--- config.mk ---
export PLATFORM = sky130hd
export DESIGN_NAME = pad_speed_pull_regs
export DESIGN_NICKNAME = d
export VERILOG_FILES = /design/src/common/pad_cfg_pkg.sv /design/src/design/pad_field_decode.sv /design/src/design/pad_speed_pull_regs.sv
export SDC_FILE = /design/constraint.sdc
export NUM_CORES = 1
export LEC_CHECK = 0
export BUFFER_PORTS_ARGS = -buffer_cell sky130_fd_sc_hd__buf_2
export CORE_ASPECT_RATIO = 0.5
export CORE_MARGIN = 2
export CORE_UTILIZATION = 45
export CTS_CLUSTER_SIZE = 25
export DETAILED_ROUTE_END_ITERATION = 10
export GPL_ROUTABILITY_DRIVEN = 0
export PLACE_DENSITY = 0.69
export SLEW_MARGIN = 40
export SYNTH_ARGS = -nofsm -noshare
export SYNTH_HDL_FRONTEND = slang
export SYNTH_HIERARCHICAL = 1
export SYNTH_SLANG_ARGS = --single-unit
--- constraint.sdc ---
create_clock -name clk_i -period 3 [get_ports clk_i]
set_clock_uncertainty 0.2 [all_clocks]
set_input_delay 0.45 -clock clk_i [delete_from_list [all_inputs] [get_ports clk_i]]
set_output_delay 0.45 -clock clk_i [all_outputs]
set_load 0.02 [all_outputs]
--- src/common/pad_cfg_pkg.sv ---
// Package with register offsets, reset values and field codes for the pad speed and pull block.
// Assumes a 32-bit classic Wishbone bus with byte addresses.
package pad_cfg_pkg;
	localparam int          PIN_COUNT       = 16;
	localparam int          FIELD_W         = 2;
	localparam logic [7:0]  SPEED_OFFSET    = 8'h08;
	localparam logic [7:0]  PULL_OFFSET     = 8'h0C;
	localparam logic [31:0] SPEED_RST_PORTA = 32'h0C00_0000;
	localparam logic [31:0] PULL_RST_PORTA  = 32'h2400_0000;
	localparam logic [31:0] RST_OTHER       = 32'h0000_0000;
	localparam logic [31:0] READ_ZERO       = 32'h0000_0000;
	localparam logic [1:0]  SPEED_10M_CODE  = 2'h1;
	localparam logic [1:0]  SPEED_50M_CODE  = 2'h3;
	localparam logic [1:0]  PULL_UP_CODE    = 2'h1;
	localparam logic [1:0]  PULL_DOWN_CODE  = 2'h2;

	typedef struct packed {
		logic [PIN_COUNT-1:0] slow_2m;
		logic [PIN_COUNT-1:0] mid_10m;
		logic [PIN_COUNT-1:0] fast_50m;
	} speed_ctl_t;

	typedef struct packed {
		logic [PIN_COUNT-1:0] pull_up;
		logic [PIN_COUNT-1:0] pull_down;
	} pull_ctl_t;
endpackage : pad_cfg_pkg

--- src/design/pad_field_decode.sv ---
// Decoder of one pin's speed field and pull field into one-hot speed controls and at most one pull control.
// Assumes register fields from the same clock domain; purely combinational.
`timescale 1ns/100ps
module pad_field_decode (
	input  wire logic [1:0] pin_speed_field_i,
	input  wire logic [1:0] pin_pull_field_i,
	output logic            slow_2m_o,
	output logic            mid_10m_o,
	output logic            fast_50m_o,
	output logic            pull_up_o,
	output logic            pull_down_o
);
	always_comb begin
		slow_2m_o   = ~pin_speed_field_i[0];
		mid_10m_o   = (pin_speed_field_i == pad_cfg_pkg::SPEED_10M_CODE);
		fast_50m_o  = (pin_speed_field_i == pad_cfg_pkg::SPEED_50M_CODE);
		pull_up_o   = (pin_pull_field_i == pad_cfg_pkg::PULL_UP_CODE);
		pull_down_o = (pin_pull_field_i == pad_cfg_pkg::PULL_DOWN_CODE);
	end
endmodule : pad_field_decode

--- src/design/pad_speed_pull_regs.sv ---
// Speed and pull configuration registers of one I/O port, a classic Wishbone slave.
// Assumes one clock, synchronous active-high reset, and a 32-bit bus master.
//
// Chosen here: the Wishbone register port.
`timescale 1ns/100ps
// What this block does
// - Speed register at 0x08, pin n in bits 2n+1 down to 2n.
// - Speed register resets to 0C000000 on port A, zero elsewhere.
// - Speed code x0 gives 2M, 01 gives 10M, 11 gives 50M.
// - Pull register at 0x0C, pin n in bits 2n+1 down to 2n.
// - Pull register resets to 24000000 on port A, zero elsewhere.
// - Pull code 00 floats, 01 pulls up, 10 pulls down, 11 reserved.
// - Fields change only by software write or by reset.
module pad_speed_pull_regs #(
	parameter bit IS_PORT_A = 1'b0
) (
	input  wire logic                         clk_i,
	input  wire logic                         rst_i,
	input  wire logic                         wb_cyc_i,
	input  wire logic                         wb_stb_i,
	input  wire logic                         wb_we_i,
	input  wire logic [7:0]                   wb_adr_i,
	input  wire logic [3:0]                   wb_sel_i,
	input  wire logic [31:0]                  wb_dat_i,
	output logic      [31:0]                  wb_dat_o,
	output logic                              wb_ack_o,
	output pad_cfg_pkg::speed_ctl_t           speed_ctl_o,
	output pad_cfg_pkg::pull_ctl_t            pull_ctl_o
);
	// Bus word layout: four byte lanes of eight bits each.
	localparam int N      = pad_cfg_pkg::PIN_COUNT;
	localparam int W      = pad_cfg_pkg::FIELD_W;
	localparam int BYTES  = 4;
	localparam int BYTE_W = 8;

	// Limitations a user should know:
	// - only the two field words live here; every other offset answers with ack
	//   and reads zero, and a write to it is dropped without an error;
	// - the port's reset values are fixed at elaboration by IS_PORT_A;
	// - there is no write lock, so any write with a byte enable set changes
	//   the fields of every pin inside that byte.

	// Every pin's field must sit inside the one bus word that software reads, so
	// a pin count or field width that does not fill it exactly is refused here.
	if (N * W != BYTES * BYTE_W) begin : g_bad_fill
		$error("pin count and field width must fill one 32-bit word");
	end

	// The per-pin decoder takes exactly two bits of each field word.
	if (W != 2) begin : g_bad_width
		$error("the pin decoder serves two-bit fields only");
	end

	// Two registers at one offset would both answer the same access.
	if (pad_cfg_pkg::SPEED_OFFSET == pad_cfg_pkg::PULL_OFFSET) begin : g_bad_map
		$error("speed and pull registers need distinct offsets");
	end

	// Register group: the two software field words.
	logic [31:0]             speed_q;
	logic [31:0]             speed_d;
	logic [31:0]             pull_q;
	logic [31:0]             pull_d;

	// Bus group: the registered answer to the master.
	logic [31:0]             dat_q;
	logic [31:0]             dat_d;
	logic                    ack_q;
	logic                    ack_d;

	// Control group: the decoded pad controls.
	pad_cfg_pkg::speed_ctl_t speed_ctl_q;
	pad_cfg_pkg::speed_ctl_t speed_ctl_d;
	pad_cfg_pkg::pull_ctl_t  pull_ctl_q;
	pad_cfg_pkg::pull_ctl_t  pull_ctl_d;

	// Request decode, shared by the register and bus groups.
	logic                    req;
	logic                    wr_req;
	logic                    hit_speed;
	logic                    hit_pull;

	// Per-pin decoder results, one bit per pin.
	logic [N-1:0]            slow_w;
	logic [N-1:0]            mid_w;
	logic [N-1:0]            fast_w;
	logic [N-1:0]            up_w;
	logic [N-1:0]            down_w;

	// Merges write data into a register under the byte enables.
	function automatic logic [31:0] merge_bytes(input logic [31:0] old_v,
		input logic [31:0] new_v, input logic [BYTES-1:0] sel);
		logic [31:0] r;
		r = old_v;
		for (int b = 0; b < BYTES; b++) begin
			if (sel[b]) begin
				r[b*BYTE_W +: BYTE_W] = new_v[b*BYTE_W +: BYTE_W];
			end
		end
		return r;
	endfunction : merge_bytes

	// Tells whether a bus address selects the register at the given offset.
	function automatic logic addr_hits(input logic [7:0] adr, input logic [7:0] offset);
		return adr == offset;
	endfunction : addr_hits

	// Picks the value a register takes on reset, by port.
	function automatic logic [31:0] reset_word(input logic [31:0] porta_v);
		return IS_PORT_A ? porta_v : pad_cfg_pkg::RST_OTHER;
	endfunction : reset_word

	// Bus timing, as a master sees it:
	// - the edge that sees cyc and stb high with no answer out takes the request;
	// - a write lands in its register at that same edge;
	// - ack and read data stand for the one cycle after that edge;
	// - ack then falls even if the master still holds its strobe;
	// - the pad controls show a written value one cycle after the register does.
	// Byte enables steer writes only; reads always return the whole word.

	// A request is taken only while no answer is out, so a master that holds
	// its strobe through the acknowledge cycle is not served twice.
	always_comb begin
		req       = wb_cyc_i & wb_stb_i & ~ack_q;
		wr_req    = req & wb_we_i;
		hit_speed = addr_hits(wb_adr_i, pad_cfg_pkg::SPEED_OFFSET);
		hit_pull  = addr_hits(wb_adr_i, pad_cfg_pkg::PULL_OFFSET);
	end

	// Register group: only reset or a software write moves the fields.
	always_comb begin
		speed_d = speed_q;
		pull_d  = pull_q;
		if (rst_i) begin
			speed_d = reset_word(pad_cfg_pkg::SPEED_RST_PORTA);
			pull_d  = reset_word(pad_cfg_pkg::PULL_RST_PORTA);
		end else begin
			if (wr_req && hit_speed) begin
				speed_d = merge_bytes(speed_q, wb_dat_i, wb_sel_i);
			end
			if (wr_req && hit_pull) begin
				// The reserved pull code is kept as written; only the decoder
				// declines to turn it into a resistor.
				pull_d = merge_bytes(pull_q, wb_dat_i, wb_sel_i);
			end
		end
	end

	always_ff @(posedge clk_i) begin
		speed_q <= speed_d;
		pull_q  <= pull_d;
	end

	// Bus group: the answer carries the register value from before any write
	// in the same access, and unmapped addresses read as zero.
	always_comb begin
		dat_d = dat_q;
		ack_d = req;
		if (rst_i) begin
			dat_d = pad_cfg_pkg::READ_ZERO;
			ack_d = 1'b0;
		end else if (req) begin
			if (hit_speed) begin
				dat_d = speed_q;
			end else if (hit_pull) begin
				dat_d = pull_q;
			end else begin
				dat_d = pad_cfg_pkg::READ_ZERO;
			end
		end
	end

	always_ff @(posedge clk_i) begin
		dat_q <= dat_d;
		ack_q <= ack_d;
	end

	// Speed codes with a clear low bit all mean the slowest class, so the
	// decoder tests that bit alone for it; the pull decoder compares whole
	// codes, which leaves the reserved code with neither resistor on.
	for (genvar p = 0; p < N; p++) begin : g_pin
		pad_field_decode u_dec (
			.pin_speed_field_i (speed_q[p*W +: W]),
			.pin_pull_field_i  (pull_q[p*W +: W]),
			.slow_2m_o         (slow_w[p]),
			.mid_10m_o         (mid_w[p]),
			.fast_50m_o        (fast_w[p]),
			.pull_up_o         (up_w[p]),
			.pull_down_o       (down_w[p])
		);
	end

	// Control group: the pad controls are registered, so they follow a register
	// write by one cycle, and they are held off while reset is asserted.
	always_comb begin
		speed_ctl_d.slow_2m  = slow_w;
		speed_ctl_d.mid_10m  = mid_w;
		speed_ctl_d.fast_50m = fast_w;
		pull_ctl_d.pull_up   = up_w;
		pull_ctl_d.pull_down = down_w;
		if (rst_i) begin
			speed_ctl_d = '0;
			pull_ctl_d  = '0;
		end
	end

	always_ff @(posedge clk_i) begin
		speed_ctl_q <= speed_ctl_d;
		pull_ctl_q  <= pull_ctl_d;
	end

	// Every output is a flip-flop seen through a plain wire.
	always_comb begin
		wb_dat_o    = dat_q;
		wb_ack_o    = ack_q;
		speed_ctl_o = speed_ctl_q;
		pull_ctl_o  = pull_ctl_q;
	end
endmodule : pad_speed_pull_regs

# Yosys cells after proc, flatten, opt, wreduce, memory -nomap -nowiden
# Index checks and enable logic that the tools add are counted.
# totals
inputBits,49
wordCells,113
output_inout_bits,113
ff_bits,177
# classes
reduce_logical,10
n_eq_ne,66
n_mux,2
bitwise_logic,20
# ops
operator,count
$eq 2x1->1 const B,32
$eq 2x2->1 const B,32
$mux 32,2
$not 1->1,17
$eq 8x4->1 const B,2
$reduce_and 2->1,8
$and 1x1->1,3
$logic_and 1x1->1,2

# Longest topological paths before layout
# Gate-level depths: netlist (run 1).
# logic_depth
word_depth,5
mapped_depth,6

# By module
# The synthesis (run 1) kept the hierarchy.
# modules_own_cells
mod,cells_per_inst,area_each_um2,seq_area_each_um2,n_inst
pad_speed_pull_regs,546,6470.0,3543.4,1
pad_field_decode,5,33.8,0.0,16

# Least setup slack after synthesis (run 1)
# Ideal clock, no wire load.
# synth_timing
path_kind,input to register
start,input port wb_adr_i[0]
end,"register dat_q[4], in the netlist wb_dat_o[4]"
stages,6
t_arrival_ns,2.014
setup_slack_ns,0.717
setup_time_ns,0.069
path_cell_list,or4b_4 > buf_6 > or4_4 > buf_6 > buf_6 > o2bb2ai_4
# synth_between
elab_chain_cells,3
word_cells_on_any_way,4
# synth_rtl
element,line_no,text
"start, declared",pad_speed_pull_regs.sv:22,"input wire logic [7:0] wb_adr_i,"
$eq 8x4->1,pad_speed_pull_regs.sv:105,return adr == offset;
$mux 32,pad_speed_pull_regs.sv:165,end else if (hit_pull) begin
$mux 32 *,pad_speed_pull_regs.sv:163,if (hit_speed) begin
"end signal, assigned",pad_speed_pull_regs.sv:174,dat_q <= dat_d;
"end, declared",pad_speed_pull_regs.sv:66,logic [31:0] dat_q;
# Every way passes the cells marked *; elsewhere a longest branch is shown, timed or not.
# A chain may end at the register's enable or synchronous reset.

# Final worst setup path (run 1)
# layout_timing
start,"register ack_q, in the netlist wb_ack_o"
end,register pull_q[24]
# layout_between
elab_chain_cells,5
# layout_rtl
element,line_no,text
"start, declared",pad_speed_pull_regs.sv:68,logic ack_q;
"start signal, assigned",pad_speed_pull_regs.sv:175,ack_q <= ack_d;
$not 1->1,pad_speed_pull_regs.sv:124,req = wb_cyc_i & wb_stb_i & ~ack_q;
$and 1x1->1,pad_speed_pull_regs.sv:124,
$and 1x1->1,pad_speed_pull_regs.sv:125,wr_req = req & wb_we_i;
$logic_and 1x1->1,pad_speed_pull_regs.sv:141,if (wr_req && hit_pull) begin
$reduce_and 2->1 (no line),n/a,
"end signal, assigned",pad_speed_pull_regs.sv:151,pull_q <= pull_d;
"end, declared",pad_speed_pull_regs.sv:62,logic [31:0] pull_q;
# Every way passes these cells.

==> results of run 1 <==
state kept, by name, summed over array words and instances (netlist names):
name and count:
wb_dat_o 32, speed_ctl_o 48, pull_ctl_o 32, speed_q 32, wb_ack_o 1, pull_q 32
critical path, stage by stage (launching register included):
cell      delay (ns)
dfxtp_1         0.32
nand3b_1        0.36
buf_4           0.30
or4_1           0.79
mux2i_1         0.20
final cells by class:
type	count	share of cell area
flip-flops and latches	177	0.414
multi-input cells	392	0.375
repair buffers	170	0.104
clock buffers	20	0.0522
well taps	204	0.0299
clock inverters	12	0.0171
inverters	16	0.00702
cells by family (layout without fill, tap and decap cells):
family	count (synthesis)	count (layout)	synth area share
buffers and inverters	57	218	0.0377
flip-flops	177	177	0.505
multiplexers	96	96	0.137
AND/OR/NAND/NOR	264	264	0.260
AO/OA/AOI/OAI	32	32	0.0596
worst paths after layout:
path	startpoint	slack (ns)	to	depth (start not counted)
hold / removal	wb_dat_i[20]	0.12	pull_q[20]$_SDFFE_PP0P_	3
setup / recovery	wb_ack_o$_SDFF_PP0_	0.69	pull_q[24]$_SDFFE_PP0P_	4
hold reg to reg	wb_dat_o[12]$_SDFFE_PP0P_	0.26	wb_dat_o[12]$_SDFFE_PP0P_	1
setup reg to reg	wb_ack_o$_SDFF_PP0_	0.69	pull_q[24]$_SDFFE_PP0P_	4
metrics by stage:
step	setup WS (ns)	power (mW)	hold WS, ns
2_1_floorplan	0.717	2.54	0.266
3_3_place_gp	0.446	2.62	0.243
3_5_place_dp	0.405	2.62	0.249
4_1_cts	0.684	4.84	0.113
5_1_grt	0.603	4.95	0.120
6_report	0.691	4.79	0.120
per-layer routing:
| metal | vias up | wire, um | GRT usage |
|---|---|---|---|
| met1 | 2202 | 6870 | 0.228 |
| met4 | 0 | 89 | 0.0430 |
| met2 | 74 | 6860 | 0.298 |
| met5 | - | 0 | 0 |
| li1 | 2356 | - | - |
| met3 | 9 | 456 | 0.0401 |
cells in the final DEF, fill, tap and decap left out, drive strengths merged:
cell,synthesis,layout
nand3,4,4
bufinv,0,2
or4,6,6
nand2b,96,96
nor2b,97,97
nor2,1,1
inv,16,21
mux2i,96,96
clkbuf,31,20
and2b,32,32
or4b,1,1
nand3b,5,5
clkinv,0,2
clkinvlp,0,3
nor4,5,5
buf,10,170
or3,1,1
and2,16,16
dfxtp,177,177
o2bb2ai,32,32
where the power goes:
part	internal [mW]	total (mW)	switching, mW
Clock	1.27	2.23	0.955
Combinational	0.0803	0.200	0.120
Sequential	2.36	2.36	0.00308
==> key figures, run 1 <==
Floorplan
  • Row Count: 32
  • Die Width: roughly 180 um
  • Starting Density: 0.457
  • I/O pin count: between 150 and 200
  • Die area: 16700 um2
  • Core area: between 15000 and 20000 um2
  • Die height: 92.3 um

Synthesis
  • Largest area contributor in the netlist: dfxtp_1
  • Mapped Cells: about 630
  • Largest cells by area after synthesis: dfxtp_1 51%, mux2i_1 14%, nor2b_1 8.7%
  • Post-Syn Area: about 7000 um2
  • Synthesized area per cell: between 10 and 15 um2
  • Seq/Total Area, Yosys: 0.505
  • Number of synthesized register bits: roughly 180
  • Asr flop ratio synth: 0
  • Number of synthesized flops with an enable pin: 0
  • Syn. warnings: 6
  • Synth top area share: 0.505
  • Post-Syn Nets: about 680
  • Most common library cells after synthesis: 177 x dfxtp_1, 97 x nor2b_1, 96 x mux2i_1, 96 x nand2b_1, 32 x and2b_2
  • Most instantiated library cell after synthesis: dfxtp_1
  • Main synth FF type: dfxtp_1
  • Cell variety after synth: 23

Finish
  • Register area: roughly 3500 um2
  • Layout Utilization: 0.558
  • Filler instances: roughly 1400
  • Nets: between 800 and 900
  • Share of layout cells above drive strength 1: 0.330
  • Synth-to-Final Area Change: 22.0%
  • Fin area: ~8600 um2
  • Area of the multi-input gates: between 3000 and 4000 um2
  • Diode count: 0
  • Fin cells: between 900 and 1000

Clocking
  • Post-CTS resize count: 0
  • Worst-skew pair later-pin latency: 0.41 ns
  • TritonCTS Buffers: 17
  • CTS Sinks: approximately 180
  • CTS clk-pin slew, worst paths: ~0.070 ns
  • Post-CTS Setup Bufs: 0
  • H-tree depth: 4
  • CTS tree: yes
  • Clock tree root buffer cell: clkbuf_16
  • Clk buf depth: 2
  • Cts hold-fix bufs: 0

Setup path
  • Worst Setup Start Kind: flop
  • Crit end category: flop
  • CP max FO: 8
  • Worst path required time: approximately 3 ns
  • Crit Path Category: flop to flop
  • Crit path DAT: ~2.4 ns

Global routing
  • First-pass GRT wire length: ~24 mm
  • GRT Overall Usage: 0.176
  • Pin count of the biggest net entering global routing: 84
  • Antenna violations before repair: 0
  • Vias in the first global route: roughly 4600
  • GRT Residual Overflow: 0

Drt
  • Total Wirelength: approximately 14 mm
  • Vias/cell: about 4.7
  • Via Count: roughly 4600
  • Routed Antenna Nets: 0
  • Drt initial violations: between 200 and 250
  • DRC: 0
  • Drt pass-1 iters: 4
  • WL per Instance: ~14 um

Timing
  • RSZ-0062 raised after global routing: false
  • Slew Limit Fails: 0
  • Crit share post-route: 0.770
  • Slew margin rel.: 0.549
  • Final min period: roughly 2.3 ns
  • Max frequency: between 0.4 and 0.5 GHz
  • Worst-margin pin slew: just under 0.7 ns
  • Setup violators final: 0
  • Hold Violations, Final: 0
  • TNS Setup: 0 ns

Outcome
  • Run status: finished clean

Placed design
  • Port bufs: roughly 160
  • Dpl cells: roughly 960
  • Area post-placement: between 7000 and 8000 um2
  • DP HPWL: approximately 9.7 mm

Power and ir drop
  • Leakage: 3.88 nW
  • Maximum VDD drop: slightly below 0.4 mV
  • Pwr dens: ~560 nW/um2

Run
  • Max-cap viol count: 0

Worst hold path
  • Hold Path Class: input port to flop
(Power assumes the default switching activity.)
==> inputs of run 2 (changes only) <==
Settings changed: PLACE_DENSITY 0.69 to 0.71.
Clock period 3 ns to 2 ns, I/O delays scaled along.
==> run 2 against run 1 <==
  * Cell count grew 4.4%
  * Setup slack lost 0.57 ns
  * Worst hold slack lost 0.099 ns
  * Utilization grew 3.4 points
  * Non-clock buffer count grew 44
  * Via count grew 2.1%
  * Fmax grew 23%
  * Largest cell class unchanged
  * Clock power grew 59%
  * Wire length grew 0.41%
  * Global-route usage grew 0.13 points
  * Sequential power grew 50%
  * First-iteration DRC count shrank 13%
==> key figures, run 2 (same netlist as run 1, synthesis figures left out) <==
Outcome
  • Run status: finished clean

Placed design
  • Dpl cells: 973 (+1.5%)
  • DP HPWL: 9.79 mm (+0.74%)
  • Port bufs: 161 (unchanged)
  • Area post-placement: 8140 um2 (+2.3%)

Clocking
  • CTS clk-pin slew, worst paths: 0.06 ns (about the same)
  • Worst-skew pair later-pin latency: 0.42 ns (about the same)
  • CTS Sinks: 177 (unchanged)
  • CTS tree: yes
  • Post-CTS resize count: 0 (unchanged)
  • H-tree depth: 4 (unchanged)
  • Clk buf depth: 2 (unchanged)
  • Clock tree root buffer cell: clkbuf_16
  • TritonCTS Buffers: 17 (unchanged)

Power and ir drop
  • Maximum VDD drop: 0.601 mV (+56%)
  • Total power: 7.46 mW (+56%)
  • Sw Pwr: 1.60 mW (+48%)
  • Leakage: 4.12 nW (+6.3%)
  • Internal power: 5.86 mW (+58%)
  • Switching Share: 0.214 (-0.0107)
  • Part of the power in registers: 0.475 (-0.019)
  • Clock Power Share: 0.476 (+0.011)
  • Combinational power share: 0.048 (+0.006)
  • Pwr dens: 822 nW/um2 (+47%)

Floorplan
  • Die height: 92.3 um (unchanged)
  • I/O pin count: 162 (unchanged)
  • Row Count: 32 (unchanged)
  • Die Width: 181 um (unchanged)
  • Core area: 15300 um2 (unchanged)
  • Starting Density: 0.457 (unchanged)
  • Die area: 16700 um2 (unchanged)

Drt
  • Total Wirelength: 14.3 mm (+0.41%)
  • Via Count: 4739 (+2.1%)
  • DRC: 0 (unchanged)
  • Vias/cell: 4.58 (-2.2%)
  • WL per Instance: 13.9 um (-3.9%)
  • Drt pass-1 iters: 4 (unchanged)
  • Drt initial violations: 175 (-13%)
  • Routed Antenna Nets: 0 (unchanged)

Timing
  • Max frequency: 0.532 GHz (+23%)
  • Worst Hold Margin: 0.0215 ns (-0.0988 ns)
  • Worst-margin pin slew: 0.378 ns (-0.299 ns)
  • Setup violators final: 0 (unchanged)
  • RSZ-0062 raised after global routing: false
  • Final min period: 1.88 ns (-0.430 ns)
  • Slew Limit Fails: 0 (unchanged)
  • Slew margin rel.: 0.748 (+0.199)
  • Hold Violations, Final: 0 (unchanged)
  • Crit share post-route: 0.939 (+0.170)

Finish
  • Layout Utilization: 0.592 (+0.0344)
  • Commonest cells after routing, fill and taps aside: 177 x dfxtp_1, 160 x buf_2, 96 x nand2b_1, 96 x mux2i_1, 96 x nor2b_1
  • Synth-to-Final Area Change: 29.5%
  • Fin cells: 1035 (+4.4%)
  • Nets: 867 (+5.3%)
  • Fin area: 9080 um2 (+6.2%)
  • Filler instances: 1299 (-7.1%)
  • Commonest non-fill, non-tap cell in the layout: dfxtp_1
  • Diode count: 0 (unchanged)
  • Share of layout cells above drive strength 1: 0.332 (+0.00176)
  • Max reg flops: 48 (unchanged)

Setup path
  • Worst Setup Start Kind: flop
  • Reg-to-Reg Start: wb_ack_o$_SDFF_PP0_
  • Reg-to-Reg End: wb_dat_o[31]$_SDFFE_PP0P_
  • Crit path DAT: 2.02 ns (-0.37 ns)
  • R2R cell count: 5 (+1)
  • R2r setup slk: 0.12 ns (-0.57 ns)
  • CP max FO: 23 (+15)
  • Crit end category: flop
  • Crit Path Category: flop to flop
  • Worst path required time: 2.14 ns (-0.94 ns)

Global routing
  • GRT Residual Overflow: 0 (unchanged)
  • GRT Overall Usage: 0.177 (+0.00135)
  • Pin count of the biggest net entering global routing: 109 (+30%)
  • Vias in the first global route: 4662 (+0.43%)
  • Antenna violations before repair: 0 (unchanged)
  • First-pass GRT wire length: 23.5 mm (about the same)

Run
  • Max-cap viol count: 0 (unchanged)

Worst hold path
  • Hold Path Class: input port to flop
  • Endpoint, Worst Hold: speed_q[8]$_SDFFE_PP0P_
  • Hold Crit Depth: 3 (unchanged)
  • Hold Crit Start: wb_dat_i[8]
## run 2: changes by cell type in the layout (fill, tap and decap cells not counted), sizes merged
cell         previous run  this run
buf                   170       184
clkbuf                 20        18
clkinvlp                3         2
dlygate4sd3             0        30
clkinv                  2         3
bufinv                  2         4
## run 2: worst max path at each step
stage | start | to | slack [ns] | cells after the start
finish | wb_ack_o$_SDFF_PP0_ | wb_dat_o[31]$_SDFFE_PP0P_ | 0.12 | 5
global route | wb_ack_o$_SDFF_PP0_ | wb_dat_o[31]$_SDFFE_PP0P_ | 0.03 | 5
CTS | wb_ack_o$_SDFF_PP0_ | wb_dat_o[31]$_SDFFE_PP0P_ | 0.09 | 5
detailed placement | wb_adr_i[0] | pull_q[31]$_SDFFE_PP0P_ | -0.23 | 5
global placement | wb_adr_i[0] | speed_q[3]$_SDFFE_PP0P_ | -0.22 | 5
floorplan | wb_adr_i[0] | wb_dat_o[4]$_SDFFE_PP0P_ | -0.13 | 6
## run 2: what timing repair did
action                    CTS  global route
buffers inserted            0             0
hold buffers               30             0
hold endpoints to repair   55             0
## run 2: critical path, stage by stage, from the launching register on
cell       delay (ns)
dfxtp_1          0.31
nand3b_1         0.20
buf_12           0.19
or4_4            0.54
buf_12           0.20
o2bb2ai_1        0.17
## run 2: layout make-up
type / instances / area (um2) / area share
inverters: 16 / 60.1 / 0.00662
clock inverters: 14 / 200 / 0.0221
flip-flops and latches: 177 / 3540 / 0.390
repair buffers: 214 / 1370 / 0.151
well taps: 204 / 255 / 0.0281
multi-input cells: 392 / 3210 / 0.354
clock buffers: 18 / 439 / 0.0484
## run 2: per-stage QoR
stage	worst slack, ns	setup TNS [ns]
6_report	0.121	0
5_1_grt	0.0313	0
4_1_cts	0.0923	0
3_5_place_dp	-0.230	-14.06
3_3_place_gp	-0.216	-13.05
2_1_floorplan	-0.133	-5.92
## run 2: routing by layer
metal  up-vias  routed length, um  GRT usage
met5         -                  0          0
met4         0                163     0.0531
met3        20                527     0.0405
met2        88               6750      0.297
met1      2188               6900      0.229
li1       2443                  -          -
## run 2: power groups by stage
| stage | clock (mW) | sequential, mW | combinational [mW] |
|---|---|---|---|
| 2_1_floorplan | 0 | 3.65 | 0.168 |
| 3_3_place_gp | 0 | 3.63 | 0.314 |
| 3_5_place_dp | 0 | 3.63 | 0.316 |
| 4_1_cts | 3.64 | 3.54 | 0.363 |
| 5_1_grt | 3.79 | 3.55 | 0.388 |
| 6_report | 3.55 | 3.55 | 0.359 |
